<file path="src/tpw_pkg.sv">
package tpw_pkg;
   // =====================================================
   // widths and counts
   localparam int unsigned TPW_CNT_W = 32;
   localparam int unsigned TPW_NUM_MATCH = 7;
   localparam int unsigned TPW_NUM_OUT = 6;
   localparam int unsigned TPW_IDX_W = 3;
   localparam int unsigned TPW_PERIOD_IDX = 0;
   localparam int unsigned TPW_CAP_NUM = 2;
   localparam int unsigned TPW_CAP_SEL_W = 1;
   // =====================================================
   // reset values
   localparam logic [31:0] TPW_CNT_RST = 32'h0000_0000;
   localparam logic [31:0] TPW_MATCH_RST = 32'h0000_0000;
   localparam logic [31:0] TPW_CNT_ONE = 32'h0000_0001;
   // =====================================================
   // counter run state
   typedef enum logic [1:0] {TPW_HALT, TPW_RUN, TPW_STOPPED} tpw_run_t;
endpackage

</file>
<file path="src/tpw_match_mem.sv">
`timescale 1ns/100ps
module tpw_match_mem #(
   parameter int unsigned W = tpw_pkg::TPW_CNT_W,
   parameter int unsigned N = tpw_pkg::TPW_NUM_MATCH,
   parameter int unsigned IW = tpw_pkg::TPW_IDX_W
) (
   input wire logic core_clk,
   input wire logic rst,
   input wire logic wr_en,
   input wire logic [IW-1:0] wr_idx,
   input wire logic [W-1:0] wr_data,
   input wire logic [IW-1:0] rd_idx,
   output logic [W-1:0] rd_data_q,
   output logic [N*W-1:0] words
);
   logic [W-1:0] mem_q [N];

   // =====================================================
   // write port, out of range index is dropped
   always_ff @(posedge core_clk or posedge rst)
   begin
      if (rst)
      begin
         for (int i = 0; i < N; i++)
         begin
            mem_q[i] <= W'(tpw_pkg::TPW_MATCH_RST);
         end
      end
      else if (wr_en && (32'(wr_idx) < N))
      begin
         mem_q[wr_idx] <= wr_data;
      end
   end

   // =====================================================
   // registered readback, unmapped index reads zero
   always_ff @(posedge core_clk or posedge rst)
   begin
      if (rst)
      begin
         rd_data_q <= '0;
      end
      else if (32'(rd_idx) < N)
      begin
         rd_data_q <= mem_q[rd_idx];
      end
      else
      begin
         rd_data_q <= '0;
      end
   end

   // all words in parallel so the boundary copy needs no read slots
   genvar g;
   generate
      for (g = 0; g < N; g++)
      begin : g_flat
         assign words[g*W +: W] = mem_q[g];
      end
   endgenerate
endmodule

</file>
<file path="src/tpw_pwm_unit.sv">
`timescale 1ns/100ps
// How it works
// a 32-bit counter advances once per programmed prescaler span.
// counts core clock ticks, or rising edges of a chosen capture pin.
// seven match registers drive six single-edge outputs; outputs 1 to 5 may be double-edge instead.
// each match may keep running, stop, or reset, with optional pending flag.
// the period match resets the count and sets the common cycle.
// a single-edge output falls on its own match register.
// the single-edge fall register is separate from the period register.
// single-edge outputs rise at each period match unless held constant low.
// all single-edge rising edges coincide with the period match.
// a double-edge output rises on one match and falls on the next.
// each double-edge output uses only two further match registers.
// either double-edge position may be any count of the cycle.
// rise before fall gives a high pulse, fall first a low pulse.
// period and widths are any whole number of counts.
// all outputs repeat at the single period rate.
// match values change only at cycle boundaries, never mid-cycle.
// software releases new match values before they may take effect.
// with pwm mode off the unit is a plain timer, outputs low.
// released values copy into the active set at the next period match.
// enabled match events set sticky flags cleared by writing a one.
module tpw_pwm_unit #(
   parameter int unsigned CNT_W = tpw_pkg::TPW_CNT_W,
   parameter int unsigned NUM_MATCH = tpw_pkg::TPW_NUM_MATCH,
   parameter int unsigned NUM_OUT = tpw_pkg::TPW_NUM_OUT,
   parameter int unsigned IDX_W = tpw_pkg::TPW_IDX_W,
   parameter int unsigned CAP_NUM = tpw_pkg::TPW_CAP_NUM,
   parameter int unsigned CAP_SEL_W = tpw_pkg::TPW_CAP_SEL_W
) (
   input wire logic core_clk,
   input wire logic rst,
   input wire logic run_enable,
   input wire logic counter_mode,
   input wire logic [CAP_SEL_W-1:0] cap_sel,
   input wire logic [CAP_NUM-1:0] cap_in,
   input wire logic [CNT_W-1:0] prescale_max,
   input wire logic pwm_enable,
   input wire logic [NUM_OUT-1:0] out_enable,
   input wire logic [NUM_OUT-1:0] double_sel,
   input wire logic [NUM_MATCH-1:0] match_int_en,
   input wire logic [NUM_MATCH-1:0] match_reset_en,
   input wire logic [NUM_MATCH-1:0] match_stop_en,
   input wire logic match_wr_en,
   input wire logic [IDX_W-1:0] match_wr_idx,
   input wire logic [CNT_W-1:0] match_wr_data,
   input wire logic [NUM_MATCH-1:0] match_release,
   input wire logic [IDX_W-1:0] match_rd_idx,
   output logic [CNT_W-1:0] match_rd_data,
   input wire logic [NUM_MATCH-1:0] irq_clear,
   output logic [NUM_MATCH-1:0] irq_pending,
   output logic [NUM_MATCH-1:0] release_pending,
   output logic [CNT_W-1:0] count_value,
   output logic [CNT_W-1:0] prescale_value,
   output logic running,
   output logic [NUM_OUT-1:0] pwm_out
);
   localparam int unsigned PER = tpw_pkg::TPW_PERIOD_IDX;
   localparam logic [CNT_W-1:0] ONE = CNT_W'(tpw_pkg::TPW_CNT_ONE);

   function automatic logic tpw_hit(input logic t,
                                    input logic [CNT_W-1:0] c,
                                    input logic [CNT_W-1:0] v);
      return t && (c == v);
   endfunction

   function automatic logic [CNT_W-1:0] tpw_inc(input logic [CNT_W-1:0] c);
      return c + ONE;
   endfunction

   logic [CAP_NUM-1:0] cap_s1_q;
   logic [CAP_NUM-1:0] cap_s2_q;
   logic [CAP_NUM-1:0] cap_s3_q;
   logic cap_edge;
   logic cnt_src;
   logic active;
   logic tick;
   logic [CNT_W-1:0] pc_q;
   logic [CNT_W-1:0] count_q;
   logic [CNT_W-1:0] act_q [NUM_MATCH];
   logic [NUM_MATCH*CNT_W-1:0] shadow_flat;
   logic [NUM_MATCH-1:0] hit;
   logic [NUM_MATCH-1:0] rel_q;
   logic [NUM_MATCH-1:0] pend_q;
   logic [NUM_OUT-1:0] lvl_q;
   logic period_evt;
   logic any_reset;
   logic any_stop;
   tpw_pkg::tpw_run_t state_q;
   tpw_pkg::tpw_run_t state_d;
   logic running_q;

   // =====================================================
   // shadow match values, written by software at any time
   tpw_match_mem #(
      .W(CNT_W),
      .N(NUM_MATCH),
      .IW(IDX_W)
   ) u_mem (
      .core_clk(core_clk),
      .rst(rst),
      .wr_en(match_wr_en),
      .wr_idx(match_wr_idx),
      .wr_data(match_wr_data),
      .rd_idx(match_rd_idx),
      .rd_data_q(match_rd_data),
      .words(shadow_flat)
   );

   // =====================================================
   // capture pin synchroniser, third stage only for edge detect
   always_ff @(posedge core_clk or posedge rst)
   begin
      if (rst)
      begin
         cap_s1_q <= '0;
         cap_s2_q <= '0;
         cap_s3_q <= '0;
      end
      else
      begin
         cap_s1_q <= cap_in;
         cap_s2_q <= cap_s1_q;
         cap_s3_q <= cap_s2_q;
      end
   end

   assign cap_edge = cap_s2_q[cap_sel] & ~cap_s3_q[cap_sel];
   assign cnt_src = counter_mode ? cap_edge : 1'b1;
   assign active = (state_q == tpw_pkg::TPW_RUN);
   assign tick = active && cnt_src && (pc_q == prescale_max);

   // =====================================================
   // match detection on the active (not shadow) values
   always_comb
   begin
      for (int i = 0; i < NUM_MATCH; i++)
      begin
         hit[i] = tpw_hit(tick, count_q, act_q[i]);
      end
   end

   // pwm mode forces the period register to reset the count
   assign period_evt = hit[PER] && (pwm_enable || match_reset_en[PER]);
   assign any_reset = period_evt || (|(hit & match_reset_en));
   assign any_stop = |(hit & match_stop_en);

   // =====================================================
   // prescaler and counter
   always_ff @(posedge core_clk or posedge rst)
   begin
      if (rst)
      begin
         pc_q <= CNT_W'(tpw_pkg::TPW_CNT_RST);
      end
      else if (!active)
      begin
         pc_q <= CNT_W'(tpw_pkg::TPW_CNT_RST);
      end
      else if (cnt_src)
      begin
         pc_q <= tick ? CNT_W'(tpw_pkg::TPW_CNT_RST) : tpw_inc(pc_q);
      end
   end

   always_ff @(posedge core_clk or posedge rst)
   begin
      if (rst)
      begin
         count_q <= CNT_W'(tpw_pkg::TPW_CNT_RST);
      end
      else if (tick)
      begin
         // a reset match wins over the increment; a stop match still increments, then holds
         count_q <= any_reset ? CNT_W'(tpw_pkg::TPW_CNT_RST)
                              : tpw_inc(count_q);
      end
   end

   // =====================================================
   // run state: halted while disabled, parked after a stop match
   always_comb
   begin
      state_d = state_q;
      case (state_q)
         tpw_pkg::TPW_HALT:
            if (run_enable) state_d = tpw_pkg::TPW_RUN;
         tpw_pkg::TPW_RUN:
            if (!run_enable) state_d = tpw_pkg::TPW_HALT;
            else if (any_stop) state_d = tpw_pkg::TPW_STOPPED;
         tpw_pkg::TPW_STOPPED:
            if (!run_enable) state_d = tpw_pkg::TPW_HALT;
         default:
            state_d = tpw_pkg::TPW_HALT;
      endcase
   end

   always_ff @(posedge core_clk or posedge rst)
   begin
      if (rst)
      begin
         state_q <= tpw_pkg::TPW_HALT;
         running_q <= 1'b0;
      end
      else
      begin
         state_q <= state_d;
         running_q <= (state_d == tpw_pkg::TPW_RUN);
      end
   end

   // =====================================================
   // release latch: a release in the copy cycle stays pending
   always_ff @(posedge core_clk or posedge rst)
   begin
      if (rst)
      begin
         rel_q <= '0;
      end
      else if (!pwm_enable)
      begin
         rel_q <= '0;
      end
      else
      begin
         rel_q <= match_release | (rel_q & ~{NUM_MATCH{period_evt}});
      end
   end

   // =====================================================
   // active values; timer mode tracks the shadow directly
   always_ff @(posedge core_clk or posedge rst)
   begin
      if (rst)
      begin
         for (int i = 0; i < NUM_MATCH; i++)
         begin
            act_q[i] <= CNT_W'(tpw_pkg::TPW_MATCH_RST);
         end
      end
      else
      begin
         for (int i = 0; i < NUM_MATCH; i++)
         begin
            if (!pwm_enable)
            begin
               act_q[i] <= shadow_flat[i*CNT_W +: CNT_W];
            end
            else if (period_evt && rel_q[i])
            begin
               act_q[i] <= shadow_flat[i*CNT_W +: CNT_W];
            end
         end
      end
   end

   // =====================================================
   // sticky match flags, a new event beats a clear
   always_ff @(posedge core_clk or posedge rst)
   begin
      if (rst)
      begin
         pend_q <= '0;
      end
      else
      begin
         pend_q <= (pend_q & ~irq_clear) | (hit & match_int_en);
      end
   end

   // =====================================================
   // waveform; output n uses match n+1, double edge also match n
   always_ff @(posedge core_clk or posedge rst)
   begin
      if (rst)
      begin
         lvl_q <= '0;
      end
      else
      begin
         for (int n = 0; n < NUM_OUT; n++)
         begin
            if (!pwm_enable || !out_enable[n])
            begin
               lvl_q[n] <= 1'b0;
            end
            else if (double_sel[n] && (n > 0))
            begin
               // fall wins if both edges land on the same count
               if (hit[n+1])
               begin
                  lvl_q[n] <= 1'b0;
               end
               else if (hit[n])
               begin
                  lvl_q[n] <= 1'b1;
               end
            end
            else if (hit[n+1])
            begin
               lvl_q[n] <= 1'b0;
            end
            else if (period_evt && (act_q[n+1] != '0))
            begin
               // a zero fall position would give a one-count glitch
               lvl_q[n] <= 1'b1;
            end
         end
      end
   end

   assign pwm_out = lvl_q;
   assign irq_pending = pend_q;
   assign release_pending = rel_q;
   assign count_value = count_q;
   assign prescale_value = pc_q;
   assign running = running_q;

   // =====================================================
   // checks
   property p_presc_step;
      @(posedge core_clk) disable iff (rst)
      (tick && !any_reset) |=> (pc_q == '0) &&
         (count_q == tpw_inc($past(count_q)));
   endproperty
   a_presc_step: assert property (p_presc_step)
      else $error("count did not advance on prescaler wrap");

   property p_presc_hold;
      @(posedge core_clk) disable iff (rst)
      (active && !tick) |=> $stable(count_q);
   endproperty
   a_presc_hold: assert property (p_presc_hold)
      else $error("count moved between prescaler wraps");

   property p_cnt_src;
      @(posedge core_clk) disable iff (rst)
      (active && counter_mode && !cap_edge) |=> $stable(pc_q);
   endproperty
   a_cnt_src: assert property (p_cnt_src)
      else $error("prescaler moved without a capture edge");

   property p_period_reset;
      @(posedge core_clk) disable iff (rst)
      period_evt |=> (count_q == '0);
   endproperty
   a_period_reset: assert property (p_period_reset)
      else $error("period match did not clear the count");

   property p_stop;
      @(posedge core_clk) disable iff (rst)
      (any_stop && run_enable) |=> (state_q == tpw_pkg::TPW_STOPPED)
         ##1 $stable(count_q);
   endproperty
   a_stop: assert property (p_stop)
      else $error("stop match did not freeze the counter");

   property p_single_rise;
      @(posedge core_clk) disable iff (rst)
      (period_evt && pwm_enable && out_enable[0] && !hit[1] &&
         (act_q[1] != '0)) |=> pwm_out[0];
   endproperty
   a_single_rise: assert property (p_single_rise)
      else $error("single edge output did not rise at period match");

   property p_single_fall;
      @(posedge core_clk) disable iff (rst)
      (hit[1] && pwm_enable) |=> !pwm_out[0];
   endproperty
   a_single_fall: assert property (p_single_fall)
      else $error("single edge output did not fall on its match");

   property p_double_edges;
      @(posedge core_clk) disable iff (rst)
      (pwm_enable && out_enable[2] && double_sel[2] && hit[2] && !hit[3])
         |=> pwm_out[2];
   endproperty
   a_double_edges: assert property (p_double_edges)
      else $error("double edge output missed its rising match");

   property p_hold_midcycle;
      @(posedge core_clk) disable iff (rst)
      (pwm_enable && !period_evt) |=> $stable(act_q[1]);
   endproperty
   a_hold_midcycle: assert property (p_hold_midcycle)
      else $error("active match value changed inside a cycle");

   property p_release_copy;
      @(posedge core_clk) disable iff (rst)
      (pwm_enable && period_evt && rel_q[1]) |=>
         (act_q[1] == $past(shadow_flat[CNT_W +: CNT_W]));
   endproperty
   a_release_copy: assert property (p_release_copy)
      else $error("released value not copied at period match");

   property p_timer_mode;
      @(posedge core_clk) disable iff (rst)
      !pwm_enable |=> (pwm_out == '0);
   endproperty
   a_timer_mode: assert property (p_timer_mode)
      else $error("waveform driven with pwm mode off");

   property p_sticky;
      @(posedge core_clk) disable iff (rst)
      (irq_pending[1] && !irq_clear[1]) |=> irq_pending[1];
   endproperty
   a_sticky: assert property (p_sticky)
      else $error("pending flag dropped without a clear");
endmodule

</file>
<file path="config.mk">
export PLATFORM = sky130hd
export DESIGN_NAME = tpw_pwm_unit
export DESIGN_NICKNAME = d
export VERILOG_FILES = /design/src/tpw_pkg.sv /design/src/tpw_match_mem.sv /design/src/tpw_pwm_unit.sv
export SDC_FILE = /design/constraint.sdc
export NUM_CORES = 1
export LEC_CHECK = 0
export ABC_AREA = 1
export BUFFER_PORTS_ARGS = -buffer_cell sky130_fd_sc_hd__buf_4
export CAP_MARGIN = 20
export CORE_MARGIN = 1
export CORE_UTILIZATION = 30
export DETAILED_ROUTE_END_ITERATION = 8
export PLACE_DENSITY = 0.51
export SLEW_MARGIN = 20
export SYNTH_ARGS = -nofsm -noshare
export SYNTH_HDL_FRONTEND = slang
export SYNTH_SLANG_ARGS = --single-unit
export TNS_END_PERCENT = 1
</file>
<file path="constraint.sdc">
create_clock -name core_clk -period 42.5 [get_ports core_clk]
set_input_delay 8.5 -clock core_clk [delete_from_list [all_inputs] [get_ports core_clk]]
set_output_delay 8.5 -clock core_clk [all_outputs]
set_load 0.01 [all_outputs]
</file>
==> impl_summary.log <==
[metrics] most repeated cell in the gate-level netlist after synthesis: sky130_fd_sc_hd__nand2_1
[metrics] total wirelength of the detailed-routed design: 110000 um
[metrics] gr ovfl total: 0
[metrics] number of synthesized register bits: 573
[metrics] share of layout cells above drive strength 1: 10.7%
[metrics] worst hold-check path type: reg -> reg
[metrics] H-tree lvl count: 3
[metrics] sequential share of power: 45.9%
[metrics] crit path capture type: flop
[metrics] clock tree root driver cell: sky130_fd_sc_hd__clkbuf_16
[metrics] Post-Syn Instances: 3685
[metrics] Avg Synthesized Cell Area: 7.69 sq um
[metrics] DRC violation count after routing: 0
[metrics] GRT met1 Usage: 33.3%
[metrics] total number of nets in the final design: 3998
[metrics] Worst Tran Pin Value: 1.11 ns
[metrics] global-route total usage across every layer: 22.9%
[metrics] final critical-path share of the clock period: 29.0%
[metrics] half-perimeter wire length after placement: 75800 um
[metrics] combinational cell fraction of total power: 15.8%
[metrics] netlist area before placement: 28300 sq um
[metrics] highest-delay cell along the critical path: sky130_fd_sc_hd__nor3_4
[metrics] Post-CTS Setup Inserts: 0
[metrics] R2R Path Start: prescale_value[12]
[metrics] most prevalent standard cell on the critical path: sky130_fd_sc_hd__nand2_1
[metrics] CTS sink count: 573
[metrics] Pwr Density: 45.2 nW/um^2
[metrics] First DRT Iteration DRCs: 2442
[metrics] TritonRoute pass-1 iters: 5
[metrics] most frequently used flop master after synthesis: sky130_fd_sc_hd__dfrtp_1
[metrics] Max Cap Viol: 0
[metrics] last weighted congestion value of the routability-driven placer: 0.880
[metrics] WHS: 0.344 ns
[metrics] wire length of the first global-routing pass: 160000 um
[metrics] share of the yosys chip area belonging to registers: 50.6%
[metrics] startpoint of the lowest-slack hold path: cap_s1_q[1]
[metrics] insertion delay to the later sink of the worst-skew pair: 0.63 ns
[metrics] number of flops mapped to enable cells by yosys: 0
[metrics] kind of cell adding the most delay to the critical path: simple AND/OR/NAND/NOR gates
[metrics] Unique masters post-synth: 40
[metrics] via density per instance: 4.89
[metrics] post-cts resize count: 0
[metrics] GRT Max-Usage Layer: met2
[metrics] Post-CTS Hold Buffers: 0
[metrics] M2 GR Usage: 33.9%
[metrics] count of pins over their slew limit: 0
[metrics] Data required, critical path: 43.03 ns
[metrics] run status: finished clean
[metrics] headroom to the max-slew limit: 25.7%
[metrics] die area: 95700 sq um
[metrics] cts bufs inserted: 66
[metrics] switching power as a share of total power: 30.5%
[metrics] final cell count without fillers: 5176
[metrics] met3 global-route usage: 4.86%
[metrics] relative area change from synthesis to final layout: 18.6%
[metrics] TritonCTS clock tree: built
[metrics] buffering stage count on the worst path with inverters included: 2
[metrics] Crit path arrival time: 12.86 ns
[metrics] Hold Fails Final Rpt: 0
[metrics] FFs w/ async S/R, synth: 100%
[metrics] antenna violations before repair: 6
[metrics] accumulated negative setup slack: 0 ns
[metrics] Leak Pwr: 16.0 nW
[metrics] leading area contributor after synthesis: sky130_fd_sc_hd__dfrtp_1
[metrics] crit-path max FO: 39
[metrics] Max IR drop VDD: 0.0289 mV
[metrics] Worst Path Class, Setup: in -> reg
[metrics] top-level I/O count: 243
[metrics] relative contribution of the clock network to total power: 38.3%
[metrics] post-route minimum period: 12.32 ns
[metrics] Post-Route Utilization: 36.0%
[metrics] Max clock buf depth: 3
[metrics] P_int: 1.06 mW
[metrics] placed instance count: 5056
[metrics] post-synthesis net count: 3813
[metrics] cell types with the highest counts after synthesis: sky130_fd_sc_hd__nand2_1 (1177), sky130_fd_sc_hd__dfrtp_1 (573), sky130_fd_sc_hd__o21ai_0 (516)
[metrics] floorplan row count: 112
[metrics] setup clock skew after layout: 0.0309 ns
[metrics] die outline width: 309 um
[metrics] top cells by area, synth: sky130_fd_sc_hd__dfrtp_1 (51%), sky130_fd_sc_hd__nand2_1 (16%), sky130_fd_sc_hd__o21ai_0 (9.1%)
[metrics] via count of the first global-routing pass: 23707
[metrics] remaining antenna violation count: 0
[metrics] core region area: 93500 sq um
[metrics] effective utilization at floorplan: 30.3%
[metrics] via count: 25309
[metrics] Yosys top cell area share: 50.6%
[metrics] clock transition at the registers of the reported paths: 0.06 ns
[metrics] internal reg-to-reg setup slack: 37.66 ns
[metrics] number of endpoints failing setup at the final stage: 0
[metrics] Critical Path Source: prescale_max[12]
[metrics] yosys synthesis warning count: 0
[metrics] per-cell routed wire length: 21.3 um
[metrics] setup repair after global routing missed its margin: no
[metrics] sort of element at the start of the critical path: input port
[metrics] count of input and output buffers: 241
[metrics] maximum number of pins on one net before global-route repair: 163
[metrics] chain of cells forming the critical path: buf_4, xnor2_1, nand2_1, nor2_1, nand2_1, nor2_1, nand3_2, nor3_4, nand2_1, nand2_2, buf_4, nand2_1, o21ai_0
[metrics] fmax: 81.1 MHz
[metrics] Switching Power: 0.463 mW
[metrics] delay of the slowest cell on the worst path: 0.71 ns
[metrics] vertical extent of the die: 309 um
-- worst reg2reg max path: stages (launching register included) --
cell                      delay, ns
sky130_fd_sc_hd__dfrtp_1       0.47
sky130_fd_sc_hd__xnor2_1       0.59
sky130_fd_sc_hd__nand2_1       0.15
sky130_fd_sc_hd__nor2_1        0.12
sky130_fd_sc_hd__nand2_1       0.08
sky130_fd_sc_hd__nor2_1        0.19
sky130_fd_sc_hd__nand3_2       0.44
sky130_fd_sc_hd__nor3_4        0.72
sky130_fd_sc_hd__nand2_1       0.67
sky130_fd_sc_hd__nand2_2       0.50
sky130_fd_sc_hd__buf_4         0.52
sky130_fd_sc_hd__nand2_1       0.20
sky130_fd_sc_hd__o21ai_0       0.12
-- metal layers --
metal,vias to the layer above,wire [um]
met2,928,46500
met4,2,2520
met1,12107,51800
li1,12141,-
met5,-,9
met3,131,9230
-- flip-flops by register name (all words and copies together), names as in the netlist, 6 cells and up --
name / flops
u_mem.rd_data_q: 32
prescale_value: 32
irq_pending: 7
u_mem.words: 224
act_q: 224
release_pending: 7
pwm_out: 6
count_value: 32
-- per-stage QoR --
| stage | setup WS, ns | area [sq um] | power, mW |
|---|---|---|---|
| floorplan | 17.97 | 28300 | 0.843 |
| global placement | 29.61 | 31400 | 0.940 |
| detailed placement | 29.58 | 31400 | 0.943 |
| CTS | 30.22 | 33600 | 1.53 |
| global route | 29.98 | 33600 | 1.60 |
| finish | 30.18 | 33600 | 1.52 |
-- layout by cell type (no fill, tap or decap), types with 18 or more instances in the layout --
master / instances
sky130_fd_sc_hd__a21oi_1: 86
sky130_fd_sc_hd__a22oi_1: 18
sky130_fd_sc_hd__buf_4: 285
sky130_fd_sc_hd__clkbuf_16: 68
sky130_fd_sc_hd__clkbuf_8: 18
sky130_fd_sc_hd__dfrtp_1: 573
sky130_fd_sc_hd__inv_1: 357
sky130_fd_sc_hd__nand2_1: 1168
sky130_fd_sc_hd__nand3_1: 83
sky130_fd_sc_hd__nand4_1: 56
sky130_fd_sc_hd__nor2_1: 333
sky130_fd_sc_hd__nor3_1: 48
sky130_fd_sc_hd__nor4_1: 26
sky130_fd_sc_hd__o21ai_0: 516
sky130_fd_sc_hd__xnor2_1: 45
sky130_fd_sc_hd__xor2_1: 96
-- cells by family after synthesis --
logic type | after synthesis | synth area share [%]
simple gates | 1738 | 24.5
xor+xnor | 141 | 4.36
buf+inv | 537 | 7.43
flops | 573 | 50.6
fa+ha+maj | 2 | 0.0883
compound gates | 694 | 13.0
-- final cells by class --
cell class,instances,area (sq um)
Clock inverter,17,176
Timing Repair Buffer,287,2180
Inverter,367,1390
Fill cell,9832,59900
Multi-Input combinational cell,2575,11900
Tap cell,1254,1570
Sequential cell,573,14300
Antenna cell,2,5.00
Clock buffer,101,2010
-- power groups by stage --
stage | sequential [mW] | clock [mW] | combinational, mW
3_5_place_dp | 0.705 | 0 | 0.239
4_1_cts | 0.696 | 0.593 | 0.240
5_1_grt | 0.708 | 0.614 | 0.273
6_report | 0.697 | 0.582 | 0.240
3_3_place_gp | 0.704 | 0 | 0.236
2_1_floorplan | 0.687 | 0 | 0.156
-- worst paths after layout --
check,to,depth (start not counted)
max reg2reg,act_q[172],12
max,act_q[172],13
min,cap_s2_q[1],0
min reg2reg,cap_s2_q[1],0
min in group asynchronous,release_pending[1],2
max in group asynchronous,u_mem.rd_data_q[11],4
Note: power is estimated with default switching activity, not from simulation.
